### src/rtl/abu_pkg.sv
`default_nettype none
package abu_pkg;
    // ------------------------------------------------------------
    // Widths
    // ------------------------------------------------------------
    localparam int DATA_W = 8;
    localparam int PC_W = 12;
    localparam int OFS_W = 7;
    localparam int ADR_W = 4;

    // ------------------------------------------------------------
    // Status register bit positions and reset value
    // ------------------------------------------------------------
    localparam logic [2:0] FLAG_C = 3'h0;
    localparam logic [2:0] FLAG_Z = 3'h1;
    localparam logic [2:0] FLAG_N = 3'h2;
    localparam logic [2:0] FLAG_V = 3'h3;
    localparam logic [2:0] FLAG_H = 3'h5;
    localparam logic [2:0] FLAG_T = 3'h6;
    localparam logic [2:0] FLAG_I = 3'h7;
    localparam logic [7:0] STATUS_RST = 8'h00;
    localparam logic [7:0] ALL_ONES = 8'hFF;

    // ------------------------------------------------------------
    // Program counter steps
    // ------------------------------------------------------------
    localparam logic [11:0] SKIP_SHORT = 12'h002;
    localparam logic [11:0] SKIP_LONG = 12'h003;
    localparam logic [11:0] BRANCH_BIAS = 12'h001;

    // ------------------------------------------------------------
    // Wishbone register byte offsets
    // ------------------------------------------------------------
    localparam logic [3:0] REG_STATUS = 4'h0;
    localparam logic [3:0] REG_RESULT = 4'h4;
    localparam logic [3:0] REG_TARGET = 4'h8;

    // ------------------------------------------------------------
    // Operations and sequencer states
    // ------------------------------------------------------------
    typedef enum logic [5:0] {
        OP_ADD, OP_ADD_CARRY, OP_SUB, OP_SUBTRACT_IMMEDIATE, OP_SUBTRACT_WITH_CARRY,
        OP_SUBTRACT_CARRY_IMMEDIATE, OP_AND, OP_AND_IMMEDIATE, OP_OR, OP_OR_IMMEDIATE,
        OP_EXCLUSIVE_OR, OP_SET_BITS, OP_CLEAR_BITS, OP_TEST_ZERO_MINUS, OP_COMPARE,
        OP_COMPARE_WITH_CARRY, OP_COMPARE_IMMEDIATE, OP_COMPARE_SKIP_EQUAL,
        OP_SKIP_REG_BIT_CLEAR, OP_SKIP_REG_BIT_SET, OP_SKIP_IO_BIT_CLEAR,
        OP_SKIP_IO_BIT_SET, OP_BRANCH_FLAG_SET, OP_BRANCH_FLAG_CLEAR,
        OP_BRANCH_SIGNED_GE, OP_BRANCH_SIGNED_LT, OP_BRANCH_SAME_HIGHER,
        OP_BRANCH_LOWER, OP_BRANCH_HALF_CARRY_SET, OP_BRANCH_HALF_CARRY_CLEAR,
        OP_BRANCH_TRANSFER_SET, OP_BRANCH_TRANSFER_CLEAR, OP_BRANCH_OVERFLOW_SET,
        OP_BRANCH_OVERFLOW_CLEAR, OP_BRANCH_IRQ_ENABLED
    } abu_op_t;

    typedef enum logic {ST_IDLE, ST_SECOND} abu_state_t;
endpackage : abu_pkg
`default_nettype wire

### src/rtl/abu_alu_branch.sv
`default_nettype none
// How it works
// (RULE_01) Add registers, optional carry, all five flags
// (RULE_02) Subtract register, optional carry, all five flags
// (RULE_03) Subtract immediate, optional carry, five flags
// (RULE_04) AND, OR, XOR touch Z, N, V only
// (RULE_05) Set bits ORs mask, Z N V
// (RULE_06) Clear bits ANDs with FFh minus mask
// (RULE_07) Test ANDs register with itself, Z N V
// (RULE_08) Compares set five flags, discard difference
// (RULE_09) Skip on equal registers, one or two cycles
// (RULE_10) Skip on register bit clear or set
// (RULE_11) Skip on I/O bit clear or set
// (RULE_12) Flag branch loads PC plus offset plus one
// (RULE_13) Signed greater-equal taken when N xor V zero
// (RULE_14) Same-higher is carry clear, lower carry set
// (RULE_15) Half-carry branches on H set or clear
// (RULE_16) Overflow-set branch taken when V is one
// (RULE_17) T-flag branches on T set or clear
// (RULE_18) Interrupt-enabled branch taken when I is one
// (RULE_19) Signed less-than taken when N xor V one
// (RULE_20) Overflow-clear branch taken when V is zero
module abu_alu_branch (
    input wire logic MCLK_I, // Core clock
    input wire logic RST_N_I, // Synchronous reset, active low
    input wire logic OP_VALID_I, // Operation offered
    output logic OP_READY_O, // Operation can be taken
    input wire logic [5:0] OP_CODE_I, // Operation code
    input wire logic [7:0] OP_DST_I, // Destination register value
    input wire logic [7:0] OP_SRC_I, // Source register or immediate
    input wire logic [7:0] OP_IO_I, // Selected I/O register value
    input wire logic [2:0] OP_BIT_I, // Bit or flag select
    input wire logic [6:0] OP_OFFSET_I, // Signed branch offset
    input wire logic OP_NEXT_LONG_I, // Next instruction is two words
    input wire logic [11:0] PC_I, // Address of this instruction
    output logic [7:0] RES_O, // Result value
    output logic RES_WE_O, // Write result to destination
    output logic [7:0] STATUS_O, // Status register
    output logic [11:0] PC_O, // Next program counter
    output logic PC_LOAD_O, // Load PC_O into the program counter
    output logic DONE_O, // Operation finished
    input wire logic WB_CYC_I, // Wishbone cycle
    input wire logic WB_STB_I, // Wishbone strobe
    input wire logic WB_WE_I, // Wishbone write enable
    input wire logic [3:0] WB_ADR_I, // Wishbone byte address
    input wire logic [3:0] WB_SEL_I, // Wishbone byte selects
    input wire logic [31:0] WB_DAT_I, // Wishbone write data
    output logic [31:0] WB_DAT_O, // Wishbone read data
    output logic WB_ACK_O // Wishbone acknowledge
);
    // ------------------------------------------------------------
    // Flag helpers
    // ------------------------------------------------------------
    // Shared by every add, subtract and compare
    function automatic logic [7:0] arith_status(input logic [7:0] s, input logic [7:0] a,
                                                input logic [7:0] b, input logic [7:0] r,
                                                input logic c_out, input logic is_sub);
        logic [7:0] f;
        f = s;
        if (is_sub) begin
            f[abu_pkg::FLAG_H] = (~a[3] & b[3]) | (b[3] & r[3]) | (r[3] & ~a[3]);
            f[abu_pkg::FLAG_V] = (a[7] & ~b[7] & ~r[7]) | (~a[7] & b[7] & r[7]);
        end else begin
            f[abu_pkg::FLAG_H] = (a[3] & b[3]) | (b[3] & ~r[3]) | (~r[3] & a[3]);
            f[abu_pkg::FLAG_V] = (a[7] & b[7] & ~r[7]) | (~a[7] & ~b[7] & r[7]);
        end
        f[abu_pkg::FLAG_N] = r[7];
        f[abu_pkg::FLAG_Z] = (r == 8'h00);
        f[abu_pkg::FLAG_C] = c_out;
        return f;
    endfunction : arith_status

    // Logic results clear V and leave C and H alone
    function automatic logic [7:0] logic_status(input logic [7:0] s, input logic [7:0] r);
        logic [7:0] f;
        f = s;
        f[abu_pkg::FLAG_V] = 1'b0;
        f[abu_pkg::FLAG_N] = r[7];
        f[abu_pkg::FLAG_Z] = (r == 8'h00);
        return f;
    endfunction : logic_status

    // ------------------------------------------------------------
    // State
    // ------------------------------------------------------------
    abu_pkg::abu_state_t state_q;
    abu_pkg::abu_op_t op;
    logic [7:0] status_q, status_d, res_q, res_d;
    logic [11:0] pc_q, target_d, skip_pc, branch_pc;
    logic res_we_q, pc_load_q, done_q, ack_q;
    logic [31:0] rdata_q;
    logic write_d, jump_d, skip_d, branch_d, use_c, accept, bus_req;
    logic [8:0] sum, diff;
    logic [7:0] cin;

    assign accept = OP_VALID_I && OP_READY_O;
    // A taken skip or branch holds off the next operation for its second cycle
    assign OP_READY_O = (state_q == abu_pkg::ST_IDLE);
    assign skip_pc = PC_I + (OP_NEXT_LONG_I ? abu_pkg::SKIP_LONG : abu_pkg::SKIP_SHORT);
    assign branch_pc = PC_I + {{5{OP_OFFSET_I[6]}}, OP_OFFSET_I} + abu_pkg::BRANCH_BIAS; // RULE_12

    // ------------------------------------------------------------
    // Operation decode and datapath
    // ------------------------------------------------------------
    // One shared adder and subtractor serve the register and immediate forms
    always_comb begin
        op = abu_pkg::abu_op_t'(OP_CODE_I);
        use_c = (op == abu_pkg::OP_ADD_CARRY) || (op == abu_pkg::OP_SUBTRACT_WITH_CARRY) ||
                (op == abu_pkg::OP_SUBTRACT_CARRY_IMMEDIATE) ||
                (op == abu_pkg::OP_COMPARE_WITH_CARRY);
        cin = {7'h00, use_c & status_q[abu_pkg::FLAG_C]};
        sum = {1'b0, OP_DST_I} + {1'b0, OP_SRC_I} + {1'b0, cin};
        diff = {1'b0, OP_DST_I} - {1'b0, OP_SRC_I} - {1'b0, cin};
        res_d = res_q;
        status_d = status_q;
        write_d = 1'b0;
        skip_d = 1'b0;
        branch_d = 1'b0;
        unique case (op)
            abu_pkg::OP_ADD, abu_pkg::OP_ADD_CARRY: begin
                res_d = sum[7:0]; // RULE_01
                write_d = 1'b1;
                status_d = arith_status(status_q, OP_DST_I, OP_SRC_I, sum[7:0], sum[8], 1'b0);
            end
            abu_pkg::OP_SUB, abu_pkg::OP_SUBTRACT_WITH_CARRY, abu_pkg::OP_SUBTRACT_IMMEDIATE,
            abu_pkg::OP_SUBTRACT_CARRY_IMMEDIATE: begin
                res_d = diff[7:0]; // RULE_02 RULE_03
                write_d = 1'b1;
                status_d = arith_status(status_q, OP_DST_I, OP_SRC_I, diff[7:0], diff[8], 1'b1);
            end
            abu_pkg::OP_COMPARE, abu_pkg::OP_COMPARE_WITH_CARRY,
            abu_pkg::OP_COMPARE_IMMEDIATE: begin
                // Difference only feeds the flags
                status_d = arith_status(status_q, OP_DST_I, OP_SRC_I, diff[7:0], diff[8], 1'b1); // RULE_08
            end
            abu_pkg::OP_AND, abu_pkg::OP_AND_IMMEDIATE: begin
                res_d = OP_DST_I & OP_SRC_I; // RULE_04
                write_d = 1'b1;
                status_d = logic_status(status_q, res_d);
            end
            abu_pkg::OP_OR, abu_pkg::OP_OR_IMMEDIATE, abu_pkg::OP_SET_BITS: begin
                res_d = OP_DST_I | OP_SRC_I; // RULE_04 RULE_05
                write_d = 1'b1;
                status_d = logic_status(status_q, res_d);
            end
            abu_pkg::OP_EXCLUSIVE_OR: begin
                res_d = OP_DST_I ^ OP_SRC_I; // RULE_04
                write_d = 1'b1;
                status_d = logic_status(status_q, res_d);
            end
            abu_pkg::OP_CLEAR_BITS: begin
                res_d = OP_DST_I & (abu_pkg::ALL_ONES - OP_SRC_I); // RULE_06
                write_d = 1'b1;
                status_d = logic_status(status_q, res_d);
            end
            abu_pkg::OP_TEST_ZERO_MINUS: begin
                res_d = OP_DST_I & OP_DST_I; // RULE_07
                write_d = 1'b1;
                status_d = logic_status(status_q, res_d);
            end
            abu_pkg::OP_COMPARE_SKIP_EQUAL: skip_d = (OP_DST_I == OP_SRC_I); // RULE_09
            abu_pkg::OP_SKIP_REG_BIT_CLEAR: skip_d = ~OP_DST_I[OP_BIT_I]; // RULE_10
            abu_pkg::OP_SKIP_REG_BIT_SET: skip_d = OP_DST_I[OP_BIT_I]; // RULE_10
            abu_pkg::OP_SKIP_IO_BIT_CLEAR: skip_d = ~OP_IO_I[OP_BIT_I]; // RULE_11
            abu_pkg::OP_SKIP_IO_BIT_SET: skip_d = OP_IO_I[OP_BIT_I]; // RULE_11
            abu_pkg::OP_BRANCH_FLAG_SET: branch_d = status_q[OP_BIT_I]; // RULE_12
            abu_pkg::OP_BRANCH_FLAG_CLEAR: branch_d = ~status_q[OP_BIT_I]; // RULE_12
            abu_pkg::OP_BRANCH_SIGNED_GE: begin
                branch_d = ~(status_q[abu_pkg::FLAG_N] ^ status_q[abu_pkg::FLAG_V]); // RULE_13
            end
            abu_pkg::OP_BRANCH_SIGNED_LT: begin
                branch_d = status_q[abu_pkg::FLAG_N] ^ status_q[abu_pkg::FLAG_V]; // RULE_19
            end
            abu_pkg::OP_BRANCH_SAME_HIGHER: branch_d = ~status_q[abu_pkg::FLAG_C]; // RULE_14
            abu_pkg::OP_BRANCH_LOWER: branch_d = status_q[abu_pkg::FLAG_C]; // RULE_14
            abu_pkg::OP_BRANCH_HALF_CARRY_SET: branch_d = status_q[abu_pkg::FLAG_H]; // RULE_15
            abu_pkg::OP_BRANCH_HALF_CARRY_CLEAR: branch_d = ~status_q[abu_pkg::FLAG_H]; // RULE_15
            abu_pkg::OP_BRANCH_TRANSFER_SET: branch_d = status_q[abu_pkg::FLAG_T]; // RULE_17
            abu_pkg::OP_BRANCH_TRANSFER_CLEAR: branch_d = ~status_q[abu_pkg::FLAG_T]; // RULE_17
            abu_pkg::OP_BRANCH_OVERFLOW_SET: branch_d = status_q[abu_pkg::FLAG_V]; // RULE_16
            abu_pkg::OP_BRANCH_OVERFLOW_CLEAR: branch_d = ~status_q[abu_pkg::FLAG_V]; // RULE_20
            abu_pkg::OP_BRANCH_IRQ_ENABLED: branch_d = status_q[abu_pkg::FLAG_I]; // RULE_18
            default: begin
                // Undefined codes act as a one-cycle no-op
                res_d = res_q;
            end
        endcase
        jump_d = skip_d || branch_d;
        target_d = skip_d ? skip_pc : branch_pc;
    end

    // ------------------------------------------------------------
    // Sequencer
    // ------------------------------------------------------------
    // Second cycle only for a taken skip or branch
    always_ff @(posedge MCLK_I) begin
        if (!RST_N_I) begin
            state_q <= abu_pkg::ST_IDLE;
        end else if (accept && jump_d) begin
            state_q <= abu_pkg::ST_SECOND; // RULE_09 RULE_12
        end else begin
            state_q <= abu_pkg::ST_IDLE;
        end
    end

    // Result and write strobe
    always_ff @(posedge MCLK_I) begin
        if (!RST_N_I) begin
            res_q <= 8'h00;
            res_we_q <= 1'b0;
        end else begin
            res_we_q <= accept && write_d;
            if (accept && write_d) begin
                res_q <= res_d;
            end
        end
    end

    // Status register; bus writes land at the ack edge, op flags win
    always_ff @(posedge MCLK_I) begin
        if (!RST_N_I) begin
            status_q <= abu_pkg::STATUS_RST;
        end else if (accept) begin
            status_q <= status_d;
        end else if (WB_CYC_I && WB_STB_I && ack_q && WB_WE_I && WB_SEL_I[0] &&
                     WB_ADR_I == abu_pkg::REG_STATUS) begin
            status_q <= WB_DAT_I[7:0];
        end
    end

    // Program counter load and completion
    always_ff @(posedge MCLK_I) begin
        if (!RST_N_I) begin
            pc_q <= 12'h000;
            pc_load_q <= 1'b0;
            done_q <= 1'b0;
        end else begin
            if (accept && jump_d) begin
                pc_q <= target_d;
            end
            pc_load_q <= (state_q == abu_pkg::ST_SECOND);
            done_q <= (accept && !jump_d) || (state_q == abu_pkg::ST_SECOND);
        end
    end

    // ------------------------------------------------------------
    // Wishbone slave
    // ------------------------------------------------------------
    // One wait state; unmapped addresses acknowledge and read zero
    assign bus_req = WB_CYC_I && WB_STB_I && !ack_q;
    always_ff @(posedge MCLK_I) begin
        if (!RST_N_I) begin
            ack_q <= 1'b0;
            rdata_q <= 32'h0000_0000;
        end else begin
            ack_q <= bus_req;
            unique case (WB_ADR_I)
                abu_pkg::REG_STATUS: rdata_q <= {24'h000000, status_q};
                abu_pkg::REG_RESULT: rdata_q <= {24'h000000, res_q};
                abu_pkg::REG_TARGET: rdata_q <= {20'h00000, pc_q};
                default: rdata_q <= 32'h0000_0000;
            endcase
        end
    end

    assign RES_O = res_q;
    assign RES_WE_O = res_we_q;
    assign STATUS_O = status_q;
    assign PC_O = pc_q;
    assign PC_LOAD_O = pc_load_q;
    assign DONE_O = done_q;
    assign WB_DAT_O = rdata_q;
    assign WB_ACK_O = ack_q;
endmodule : abu_alu_branch
`default_nettype wire

### config.mk
export PLATFORM = sky130hd
export DESIGN_NAME = abu_alu_branch
export DESIGN_NICKNAME = d
export VERILOG_FILES = /design/src/rtl/abu_pkg.sv /design/src/rtl/abu_alu_branch.sv
export SDC_FILE = /design/constraint.sdc
export NUM_CORES = 1
export LEC_CHECK = 0
export BUFFER_PORTS_ARGS = -buffer_cell sky130_fd_sc_hd__clkbuf_2
export CORE_MARGIN = 4
export CORE_UTILIZATION = 40
export CTS_CLUSTER_DIAMETER = 200
export CTS_CLUSTER_SIZE = 25
export DETAILED_ROUTE_END_ITERATION = 6
export GPL_ROUTABILITY_DRIVEN = 1
export PLACE_DENSITY = 0.65
export SYNTH_ARGS = -nofsm -noshare
export SYNTH_HDL_FRONTEND = slang
export SYNTH_SLANG_ARGS = --single-unit
### constraint.sdc
create_clock -name MCLK_I -period 11.95 [get_ports MCLK_I]
set_input_delay 0.5975 -clock MCLK_I [delete_from_list [all_inputs] [get_ports MCLK_I]]
set_output_delay 0.5975 -clock MCLK_I [all_outputs]
set_load 0.1 [all_outputs]
=== Yosys cells after proc, flatten, opt, wreduce, memory -nomap -nowiden ===
Cells that the tools add are included.

* $add $sub $neg: 8
* Multipliers: 0
* Divide/modulo/power cells: 0
* Magnitude comparators: 1
* Equality and inequality tests: 44
* Shifts and indexed selects: 0
* Mux-type cells: 17
* Bitwise gates (word level): 43
* Reduce and logical (&&, ||, !) cells: 38

{| class="wikitable"
|+ Operator list
! cell !! count
|-
| equality test 6 x 5 -> 1 bit (second input constant) || 16
|-
| zero test 8 bit || 7
|-
| one-hot mux 8 bit (7 select lines) || 1
|-
| equality test 6 x 4 -> 1 bit (second input constant) || 8
|-
| one-hot mux 6 bit (7 select lines) || 1
|-
| one-hot mux 12 bit (3 select lines) || 1
|-
| AND 8 bit || 3
|-
| equality test 6 x 3 -> 1 bit (second input constant) || 4
|-
| equality test 6 bit (second input constant) || 3
|-
| 2-to-1 mux 8 bit || 2
|-
| inverter 1 bit || 16
|-
| AND 1 bit || 15
|-
| OR reduction 14 bit || 1
|-
| one-hot mux 1 bit (13 select lines) || 1
|-
| adder 12 x 1 -> 12 bit (second input constant) || 1
|-
| adder 12 bit || 1
|-
| adder 12 x 2 -> 12 bit || 1
|-
| equality test 6 x 2 -> 1 bit (second input constant) || 2
|-
| 2-to-1 mux 12 bit || 1
|-
| logical AND 1 bit || 10
|-
| != test 2 bit (second input constant) || 5
|-
| adder 8 x 8 -> 9 bit || 1
|-
| adder 9 x 1 -> 9 bit || 1
|-
| binary-select mux 1 bit (select 3 bit) || 3
|-
| 28 further kinds || 46
|}

* Register bits: 65
* Latch bits: 0
* Bits in writable memories: 0
* ROM bits: 0
* Input bits: 99
* Word-level logic and storage cells: 162
* Memories: 0

=== Longest topological paths before layout ===
Gate-level depths: netlist of the first run.

* Depth after elaboration: 12
* Mapped depth: 18

=== Worst setup path after synthesis of the first run ===
OpenSTA, ideal clock, no wires.

* Path type: in2reg
* From: input port OP_CODE_I[0]
* To: register status_q[1] (netlist: STATUS_O[1])
* Setup time: 0.060 ns
* Arrival: 4.306 ns
* Data required time: 11.890 ns
* Setup slack: 7.584 ns
* Stages on the path: 16
* Path buffers: 3
* Cell sequence: clkbuf_1 > clkbuf_1 > buf_1 > and3_1 > o21ai_0 > nand2_1 > nand3_1 > fa_1 > fa_1 > nor2b_1 > o21ai_0 > a21boi_0 > nor2_1 > or4_1 > nor4_1 > o311a_1

* Longest elaborated chain between the ends: 9
* Elaborated cells on any way between the ends: 33
* Those cells by class: add/sub (2); eq/ne (17); mux (2); bitwise (1); reduce/logical (11)

{| class="wikitable"
|+ Ends and longest elaborated chain
! element !! RTL line !! RTL
|-
| start, declared || abu_alu_branch.sv:28 || <nowiki>input wire logic [5:0] OP_CODE_I,</nowiki>
|-
| equality test 6 x 1 -> 1 bit / equality test 6 x 3 -> 1 bit (equally long branches) || abu_alu_branch.sv:108, abu_alu_branch.sv:119 ||
|-
| logical OR 1 bit (2 in a row) || abu_alu_branch.sv:108 || <nowiki>use_c = (op == abu_pkg::OP_ADD_CARRY) || (op == abu_pkg::OP_SUBTRACT_WITH_CARRY) ||</nowiki>
|-
| logical OR 1 bit || abu_alu_branch.sv:109 || <nowiki>(op == abu_pkg::OP_SUBTRACT_CARRY_IMMEDIATE) ||</nowiki>
|-
| AND 1 bit || abu_alu_branch.sv:111 || <nowiki>cin = {7'h00, use_c & status_q[abu_pkg::FLAG_C]};</nowiki>
|-
| subtractor 9 x 1 -> 9 bit / adder 9 x 1 -> 9 bit (equally long branches) || abu_alu_branch.sv:113, abu_alu_branch.sv:112 ||
|-
| zero test 8 bit || abu_alu_branch.sv:68 || <nowiki>f[abu_pkg::FLAG_Z] = (r == 8'h00);</nowiki>
|-
| one-hot mux 6 bit (7 select lines) || abu_alu_branch.sv:119 || <nowiki>unique case (op)</nowiki>
|-
| 2-to-1 mux 8 bit || abu_alu_branch.sv:223 || <nowiki>end else if (accept) begin</nowiki>
|-
| end signal, assigned || abu_alu_branch.sv:222 || <nowiki>status_q <= abu_pkg::STATUS_RST;</nowiki>
|-
| end signal, assigned || abu_alu_branch.sv:224 || <nowiki>status_q <= status_d;</nowiki>
|-
| end signal, assigned || abu_alu_branch.sv:227 || <nowiki>status_q <= WB_DAT_I[7:0];</nowiki>
|-
| end, declared || abu_alu_branch.sv:88 || <nowiki>logic [7:0] status_q, status_d, res_q, res_d;</nowiki>
|}

Parallel ways exist; a longest one is shown, timed or not. The select of a mux whose other input is x is not followed.
A chain may end at the register's enable or synchronous reset.

=== Worst setup path in the final report of the first run ===
Same ends and word-level chain as after synthesis.

==> flow_summary.json, run 1 <==
{
  "ys.flop_type": "dfxtp_1",
  "switching_share_pct": 40.6,
  "antenna_found_initial": 0,
  "place_ws_ps": 7530,
  "max_slew_margin_pct": 22.6,
  "p_clk_share_pct": 28.0,
  "combPwrFrac_pct": 43.0,
  "post-route-min-period_ps": 4140,
  "critPathSlowestCell": "or4_1",
  "ys_top_cells_by_area": "dfxtp_1 (18%), ha_1 (13%), mux2i_1 (5.1%), nor2_1 (4.7%), a21oi_1 (4.0%)",
  "leakage_nw": 2.59,
  "hpwl_mm": 11.9,
  "r2r_setup_slack_ps": 8610,
  "ys.warnings.count": 0,
  "place.gp.congestion": 0.976,
  "routed_via_density": 5.67,
  "grt_max_degree": 27,
  "p_int_mw": 0.328,
  "die_w_um": 119,
  "initial_core_util_pct": 40.9,
  "post-route-period-util_pct": 34.6,
  "rows": 40,
  "cts_tree": "built",
  "totalWireLength_mm": 14.4,
  "grt_pass1_vias": 4656,
  "synth.avg_cell_area_um2": 8.05,
  "syn_inst": 611,
  "hold_viol": 0,
  "antenna_cells": 0,
  "cp_max_fo": 25,
  "fin_worst_skew_ps": 4.77,
  "grt_usage_pct": 19.6,
  "die_h_um": 119,
  "yosysTopAreaCell": "dfxtp_1",
  "grt_pass1_wl_mm": 23.0,
  "grt_setup_unrepaired": "no",
  "cp.required_ps": 12180,
  "critical_path_class": "input port to flop",
  "drive_above_1_share_pct": 19.5,
  "tightest_slew_ps": 1150,
  "finalMaxSlewViolations": 0,
  "fin_setup_tns_ps": 0,
  "die-area_mm2": 0.0141,
  "drc": 0,
  "drtIter0Drc": 423,
  "synth_edf_count": 0,
  "cts_resized": 0,
  "p_seq_share_pct": 28.9,
  "startpoint_type": "input port",
  "p_per_area_mw_per_mm2": 97.2,
  "setup_viol": 0,
  "cts_num_sinks": 45,
  "clk_path_buf_depth": 2,
  "cts_root_buf": "clkbuf_16",
  "cp-end-kind": "flop",
  "path_cells": "clkbuf_2 -> and3_1 -> o21ai_0 -> nand2_1 -> nand3_1 -> inv_1 -> fa_1 -> inv_1 -> ha_1 -> a211oi_2 -> xnor2_1 -> or4_1 -> or4_1 -> nor3_1 -> o311a_1",
  "fin_ws_ps": 7810,
  "yosys.area.top_type_share_pct": 18.3,
  "firstDrtPassIters": 5,
  "crit_family": "simple AND/OR/NAND/NOR gates",
  "port_buffers": 116,
  "stdcell_area_mm2": 0.00567,
  "path_clk_slew_ps": 60,
  "min_path_type": "flop to flop",
  "power.total_mw": 0.552,
  "yosysUniqueCellTypes": 78,
  "h-tree-depth": 2,
  "p_switching_mw": 0.224,
  "wl_per_cell_um": 16.8,
  "place_area_mm2": 0.00550,
  "grt-ovfl-total": 0,
  "yosysSeqAreaShare_pct": 18.3,
  "timing.hold.ws_ps": 495,
  "drv_cap": 0,
  "hold_buffers": 0,
  "arrival_ps": 4360,
  "cts-buffers-inserted": 5,
  "clock.fmax_mhz": 242,
  "stdcell_count": 860,
  "async_flop_share_pct": 0,
  "syn_area_mm2": 0.00492,
  "num_vias": 4873,
  "max_stage_delay_ps": 580,
  "synth-seq-cells": 45,
  "antenna_left": 0,
  "fin_util_pct": 47.2,
  "place_inst": 852,
  "final_net_count": 869,
  "clk_latency_ps": 280,
  "syn_to_final_growth_pct": 15.4,
  "ios": 164,
  "vdd_drop_max_v": 0.0000603,
  "core_area_mm2": 0.0120,
  "worstPathBufferInverterCount": 3,
  "status": "finished, final reports clean",
  "post_cts_buffers": 0
}
-- synth_stat cells, drive strengths merged, types with 5 or more instances --
cell / count
o211ai: 6
and3: 6
a31oi: 8
mux2i: 25
a221oi: 7
inv: 43
xor2: 12
o2bb2ai: 5
nand2: 31
or4: 5
dfxtp: 45
clkbuf: 13
buf: 30
nor3: 9
ha: 52
nor4: 9
o21ai: 35
mux4: 6
fa: 6
a21oi: 39
a22o: 5
nand2b: 7
xnor2: 22
a211oi: 8
nand3: 18
nor2: 62
o21a: 5
and2: 8
nor2b: 9
nand4: 7
-- cell type report --
type | count | area, um2
Clock inverter | 3 | 46.3
Fill cell | 1189 | 6340
Tap cell | 147 | 184
Clock buffer | 5 | 125
Sequential cell | 45 | 901
Timing Repair Buffer | 118 | 596
Multi-Input combinational cell | 499 | 3660
Inverter | 43 | 161
-- worst register-to-register path, stage by stage, from the launching register on --
cell	delay [ps]
dfxtp_1	390
nand3_1	150
inv_1	70
fa_1	350
inv_1	90
ha_1	250
a211oi_2	390
xnor2_1	190
or4_1	580
or4_1	490
nor3_1	150
o311a_1	180
-- metal layers --
| layer | track usage, % | vias up | routed length (um) | part of all wire (%) |
|---|---|---|---|---|
| met4 | 6.59 | 0 | 456 | 3.2 |
| met3 | 2.90 | 44 | 981 | 6.8 |
| li1 | - | 2396 | - | - |
| met5 | 0 | - | 0 | 0 |
| met1 | 25.8 | 2219 | 6220 | 43 |
| met2 | 33.1 | 214 | 6790 | 47 |
-- logic make-up (layout without fill, tap and decap cells) --
logic type      after synthesis  count (layout)  synth area share, %
compound gates              164             164                 23.2
flops                        45              45                 18.3
mux                          31              31                 8.22
other cells                   1              20               0.0763
fa+ha+maj                    58              58                 15.7
simple gates                192             192                 19.8
xor+xnor                     34              34                 6.06
buf+inv                      86             169                 8.68
-- cell usage in the layout, fill, tap and decap left out, drive strengths merged, types with 9 or more instances in the layout --
master / instances
nor3: 9
xnor2: 22
o21ai: 35
a21oi: 39
xor2: 12
nand3: 18
conb: 20
nor2: 62
ha: 52
nor4: 9
mux2i: 25
clkbuf: 121
dfxtp: 45
nor2b: 9
inv: 43
nand2: 31
-- path summary, 6_finish.rpt --
path,startpoint,end,depth (start not counted)
worst max-delay path,OP_CODE_I[0],STATUS_O[1],15
worst min-delay path,PC_O[8],PC_O[8],1
worst max register to register,STATUS_O[0],STATUS_O[1],11
worst min register to register,PC_O[8],PC_O[8],1
-- sequential cells by signal, indices dropped and copies added, names as in the netlist --
name,flops
PC_O,12
DONE_O,1
WB_ACK_O,1
RES_O,8
state_q,1
WB_DAT_O,12
STATUS_O,8
PC_LOAD_O,1
RES_WE_O,1
-- power groups by stage --
stage | Clock [mW] | Combinational [mW] | Sequential, mW
after floorplan | 0 | 0.153 | 0.193
after global placement | 0 | 0.231 | 0.163
after detailed placement | 0 | 0.235 | 0.163
after CTS | 0.156 | 0.235 | 0.160
after global routing | 0.161 | 0.256 | 0.160
final | 0.155 | 0.237 | 0.160
(Power assumes the default switching activity.)
==> inputs of run 2 (changes only) <==
- clock period: 11.95 -> 4.05 ns (I/O delays scaled with it)
==> run 2 against run 1 <==
  * Die area unchanged
  * Final cell count up 1.0%
  * Total power rose to 2.9 times the previous value
  * Hold slack worse by 300 ps
==> flow_summary.json, run 2 (synthesized netlist as in run 1, its figures left out) <==
{
  "status": "finished, final reports clean",
  "multi_input_area_mm2": 0.00366,
  "wl_per_cell_um": 17.2,
  "syn_to_final_growth_pct": 16.3,
  "cp-end-kind": "flop",
  "drtIter0Drc": 350,
  "fin_worst_skew_ps": 7.72,
  "use_met2_pct": 34.8,
  "drv_cap": 0,
  "crit_end": "STATUS_O[1]",
  "ios": 164,
  "initial_core_util_pct": 40.9,
  "timing.hold.ws_ps": 191,
  "die-area_mm2": 0.0141,
  "gr-max-usage-layer": "met2",
  "cts_resized": 0,
  "place_ws_ps": 444,
  "r2r_cells": 11,
  "grt_pass1_vias": 4744,
  "clk_path_buf_depth": 2,
  "hpwl_mm": 12.3,
  "arrival_ps": 3580,
  "final_common_cell": "clkbuf_2",
  "final_net_count": 878,
  "fin_setup_tns_ps": 0,
  "grt-ovfl-total": 0,
  "holdCritStartpoint": "WB_DAT_I[4]",
  "r2r_start": "STATUS_O[0]",
  "cp_max_fo": 3,
  "crit_path_start": "OP_CODE_I[3]",
  "p_per_area_mw_per_mm2": 277,
  "drc": 0,
  "path_clk_slew_ps": 60,
  "antenna_left": 0,
  "fin_util_pct": 47.6,
  "die_h_um": 119,
  "cts_tree": "built",
  "post-route-min-period_ps": 3350,
  "r2r_setup_slack_ps": 790,
  "num_vias": 4915,
  "finalMaxSlewViolations": 0,
  "max_slew_margin_pct": 22.7,
  "routed_via_density": 5.66,
  "place.gp.congestion": 0.976,
  "place_inst": 861,
  "firstDrtPassIters": 5,
  "h-tree-depth": 2,
  "clock.fmax_mhz": 298,
  "die_w_um": 119,
  "cts-buffers-inserted": 5,
  "grt_max_degree": 27,
  "path_cells": "clkbuf_2 -> and3_1 -> o21ai_0 -> nand2_1 -> nand3_1 -> inv_1 -> fa_1 -> inv_1 -> ha_1 -> a211oi_2 -> xnor2_1 -> or4_1 -> or4_1 -> nor3_1 -> o311a_1",
  "stdcell_count": 869,
  "totalWireLength_mm": 15.0,
  "rows": 40,
  "drive_above_1_share_pct": 20.5,
  "startpoint_type": "input port",
  "min_path_type": "input port to flop",
  "critical_path_class": "input port to flop",
  "cp.required_ps": 4280,
  "vdd_drop_max_v": 0.000160,
  "mostFrequentLayoutCells": "clkbuf_2 (116), nor2_1 (62), ha_1 (52)",
  "antenna_cells": 0,
  "use_met1_pct": 27.0,
  "regArea_um2": 901,
  "grt_setup_unrepaired": "no",
  "leakage_nw": 2.62,
  "max_stage_delay_ps": 580,
  "critPathSlowestCell": "or4_1",
  "core_area_mm2": 0.0120,
  "grt_pass1_wl_mm": 23.9,
  "fin_ws_ps": 699,
  "post-route-period-util_pct": 82.7,
  "post_cts_buffers": 0,
  "tightest_slew_ps": 1150,
  "use_met3_pct": 3.13,
  "port_buffers": 116,
  "cts_num_sinks": 45,
  "cts_root_buf": "clkbuf_16",
  "clk_latency_ps": 290,
  "antenna_found_initial": 0,
  "rr_endpoint": "STATUS_O[1]",
  "grt_usage_pct": 20.4,
  "hold_viol": 0,
  "fill_cells": 1212,
  "hold_buffers": 0,
  "setup_viol": 0
}
run 2: changes by cell type in the layout (fill, tap and decap cells not counted):
cell	previous run	this run
buf_4	2	11
bufinv_16	1	0
inv_6	0	1
run 2: final cells by class:
cell class              instances  area share [%]
multi-input cells             499            64.0
flip-flops and latches         45            15.7
repair buffers                127            11.6
well taps                     147            3.22
inverters                      43            2.82
clock buffers                   5            2.19
clock inverters                 3           0.437
run 2: per-layer routing:
metal / vias up / part of all wire [%]
met3: 23 / 5.5
met5: - / 0
li1: 2412 / -
met4: 0 / 1.9
met1: 2291 / 44
met2: 189 / 48
run 2: per-stage QoR:
step	power, mW	area, um2
global route	1.67	5720
finish	1.59	5720
global placement	1.17	5570
floorplan	1.02	4990
detailed placement	1.18	5570
CTS	1.59	5720
run 2: worst min-delay path by stage:
stage	end	cells after the start
floorplan	DONE_O	2
global placement	STATUS_O[4]	3
detailed placement	DONE_O	3
CTS	DONE_O	3
global route	DONE_O	3
finish	STATUS_O[4]	3
run 2: where the power goes:
part / switching, mW / total (mW) / internal [mW]
registers: 0.0143 / 0.470 / 0.456
logic: 0.486 / 0.710 / 0.224
clock network: 0.175 / 0.407 / 0.232
run 2: worst max-delay path: cells and delay by family:
kind / cells / cell delay [ps]
xor+xnor: 1 / 180
simple gates: 6 / 1590
buf+inv: 3 / 270
fa+ha+maj: 2 / 610
compound gates: 3 / 720
==> inputs of run 3 (changes only) <==
- clock period: 4.05 -> 3.3 ns (I/O delays scaled with it)
==> run 3 against run 2 <==
  * Clock-buffer cell count rose by 1
  * Register-to-register slack worse by 400 ps
  * Critical endpoint unchanged
  * Utilization grew 1.1 points
  * Critical path depth stayed put
  * Clock skew shrank 0.97 ps
  * Flip-flop and latch count unchanged
  * Largest cell class unchanged
==> flow_summary.json, run 3 (synthesized netlist as in run 1, its figures left out) <==
{
  "status": "finished, final reports clean",
  "wl_met3_um": 801,
  "mostFrequentLayoutCells": "clkbuf_2 (116), nor2_1 (62), ha_1 (51)",
  "initial_core_util_pct": 40.9,
  "final_net_count": 889,
  "drc": 0,
  "setup_viol": 0,
  "port_buffers": 116,
  "grt_max_degree": 27,
  "core_area_mm2": 0.0120,
  "hold_buffers": 0,
  "firstDrtPassIters": 5,
  "critPathSlowestCell": "or4_1",
  "p_int_mw": 1.23,
  "clk_latency_ps": 280,
  "h-tree-depth": 2,
  "drt-met1-wl_mm": 6.56,
  "cp.required_ps": 3530,
  "cts_resized": 0,
  "num_vias": 4975,
  "grt_pass1_vias": 4785,
  "leakage_nw": 2.69,
  "max_slew_margin_pct": 51.5,
  "p_clk_share_pct": 28.3,
  "antenna_found_initial": 0,
  "final_common_cell": "clkbuf_2",
  "cts_tree": "built",
  "path_clk_slew_ps": 60,
  "die_h_um": 119,
  "timing.hold.ws_ps": 145,
  "grt_usage_pct": 20.5,
  "stdcell_count": 880,
  "hold_viol": 0,
  "post_cts_buffers": 0,
  "highest_layer": "met4",
  "drive_above_1_share_pct": 22.5,
  "cp-end-kind": "flop",
  "ios": 164,
  "cts_num_sinks": 45,
  "antenna_left": 0,
  "switching_share_pct": 40.2,
  "routed_via_density": 5.65,
  "grt-ovfl-total": 0,
  "grt_pass1_wl_mm": 23.9,
  "critical_path_class": "input port to flop",
  "combPwrFrac_pct": 43.6,
  "cp_max_fo": 3,
  "tightest_slew_ps": 721,
  "drv_cap": 0,
  "p_seq_share_pct": 28.1,
  "rows": 40,
  "clk_path_buf_depth": 2,
  "post-route-period-util_pct": 88.9,
  "startpoint_type": "input port",
  "fin_ws_ps": 366,
  "totalWireLength_mm": 15.3,
  "drtIter0Drc": 399,
  "worstPathBufferInverterCount": 3,
  "power.total_mw": 2.05,
  "hpwl_mm": 12.6,
  "p_switching_mw": 0.825,
  "max_stage_delay_ps": 550,
  "wl_per_cell_um": 17.4,
  "clock.fmax_mhz": 341,
  "arrival_ps": 3160,
  "multi_input_area_mm2": 0.00369,
  "cts_root_buf": "clkbuf_16",
  "fin_setup_tns_ps": 0,
  "fin_util_pct": 48.8,
  "place_inst": 872,
  "antenna_cells": 0,
  "regArea_um2": 902,
  "route.met2.wl_mm": 7.70,
  "die-area_mm2": 0.0141,
  "stdcell_area_mm2": 0.00586,
  "place_ws_ps": 76.3,
  "crit_family": "simple AND/OR/NAND/NOR gates",
  "finalMaxSlewViolations": 0,
  "p_per_area_mw_per_mm2": 350,
  "vdd_drop_max_v": 0.000229,
  "place.gp.congestion": 0.951,
  "die_w_um": 119,
  "cts-buffers-inserted": 5,
  "syn_to_final_growth_pct": 19.1,
  "path_cells": "clkbuf_2 -> and3_1 -> o21ai_1 -> nand2_1 -> nand3_2 -> inv_2 -> fa_2 -> inv_2 -> ha_4 -> a211oi_4 -> xnor2_1 -> or4_1 -> or4_1 -> nor3_1 -> o311a_1",
  "min_path_type": "input port to flop",
  "place_area_mm2": 0.00568,
  "post-route-min-period_ps": 2930,
  "fin_worst_skew_ps": 6.74,
  "fill_cells": 1193,
  "grt_setup_unrepaired": "no"
}
==> run 3: routing by layer <==
metal | GRT usage [%] | vias up
li1 | - | 2433
met1 | 26.0 | 2348
met2 | 36.5 | 175
met3 | 2.75 | 19
met4 | 5.72 | 0
met5 | 0 | -
==> run 3: power groups by stage <==
stage / Clock (mW) / Combinational [mW] / Sequential, mW
after global placement: 0 / 0.872 / 0.588
after detailed placement: 0 / 0.886 / 0.589
final: 0.580 / 0.895 / 0.577
after CTS: 0.583 / 0.888 / 0.577
after floorplan: 0 / 0.565 / 0.699
after global routing: 0.606 / 0.965 / 0.578
==> run 3: worst min-delay path: cells and delay by family <==
kind / cells / cell delay [ps]
simple gates: 1 / 100
buf+inv: 1 / 70
mux: 1 / 60
==> run 3: final timing paths <==
| kind | start | endpoint | slack [ps] | depth (start not counted) |
|---|---|---|---|---|
| hold reg to reg | PC_O[8] | PC_O[8] | 490 | 1 |
| hold / removal | WB_DAT_I[4] | STATUS_O[4] | 140 | 3 |
| setup / recovery | OP_CODE_I[3] | STATUS_O[1] | 370 | 15 |
| setup reg to reg | STATUS_O[0] | STATUS_O[1] | 390 | 11 |
==> run 3: area by class of cell <==
class,instances,area share (%)
Sequential cell,45,15.4
Inverter,43,2.76
Clock buffer,6,2.37
Timing Repair Buffer,138,12.7
Tap cell,147,3.14
Multi-Input combinational cell,499,63.0
Clock inverter,2,0.641
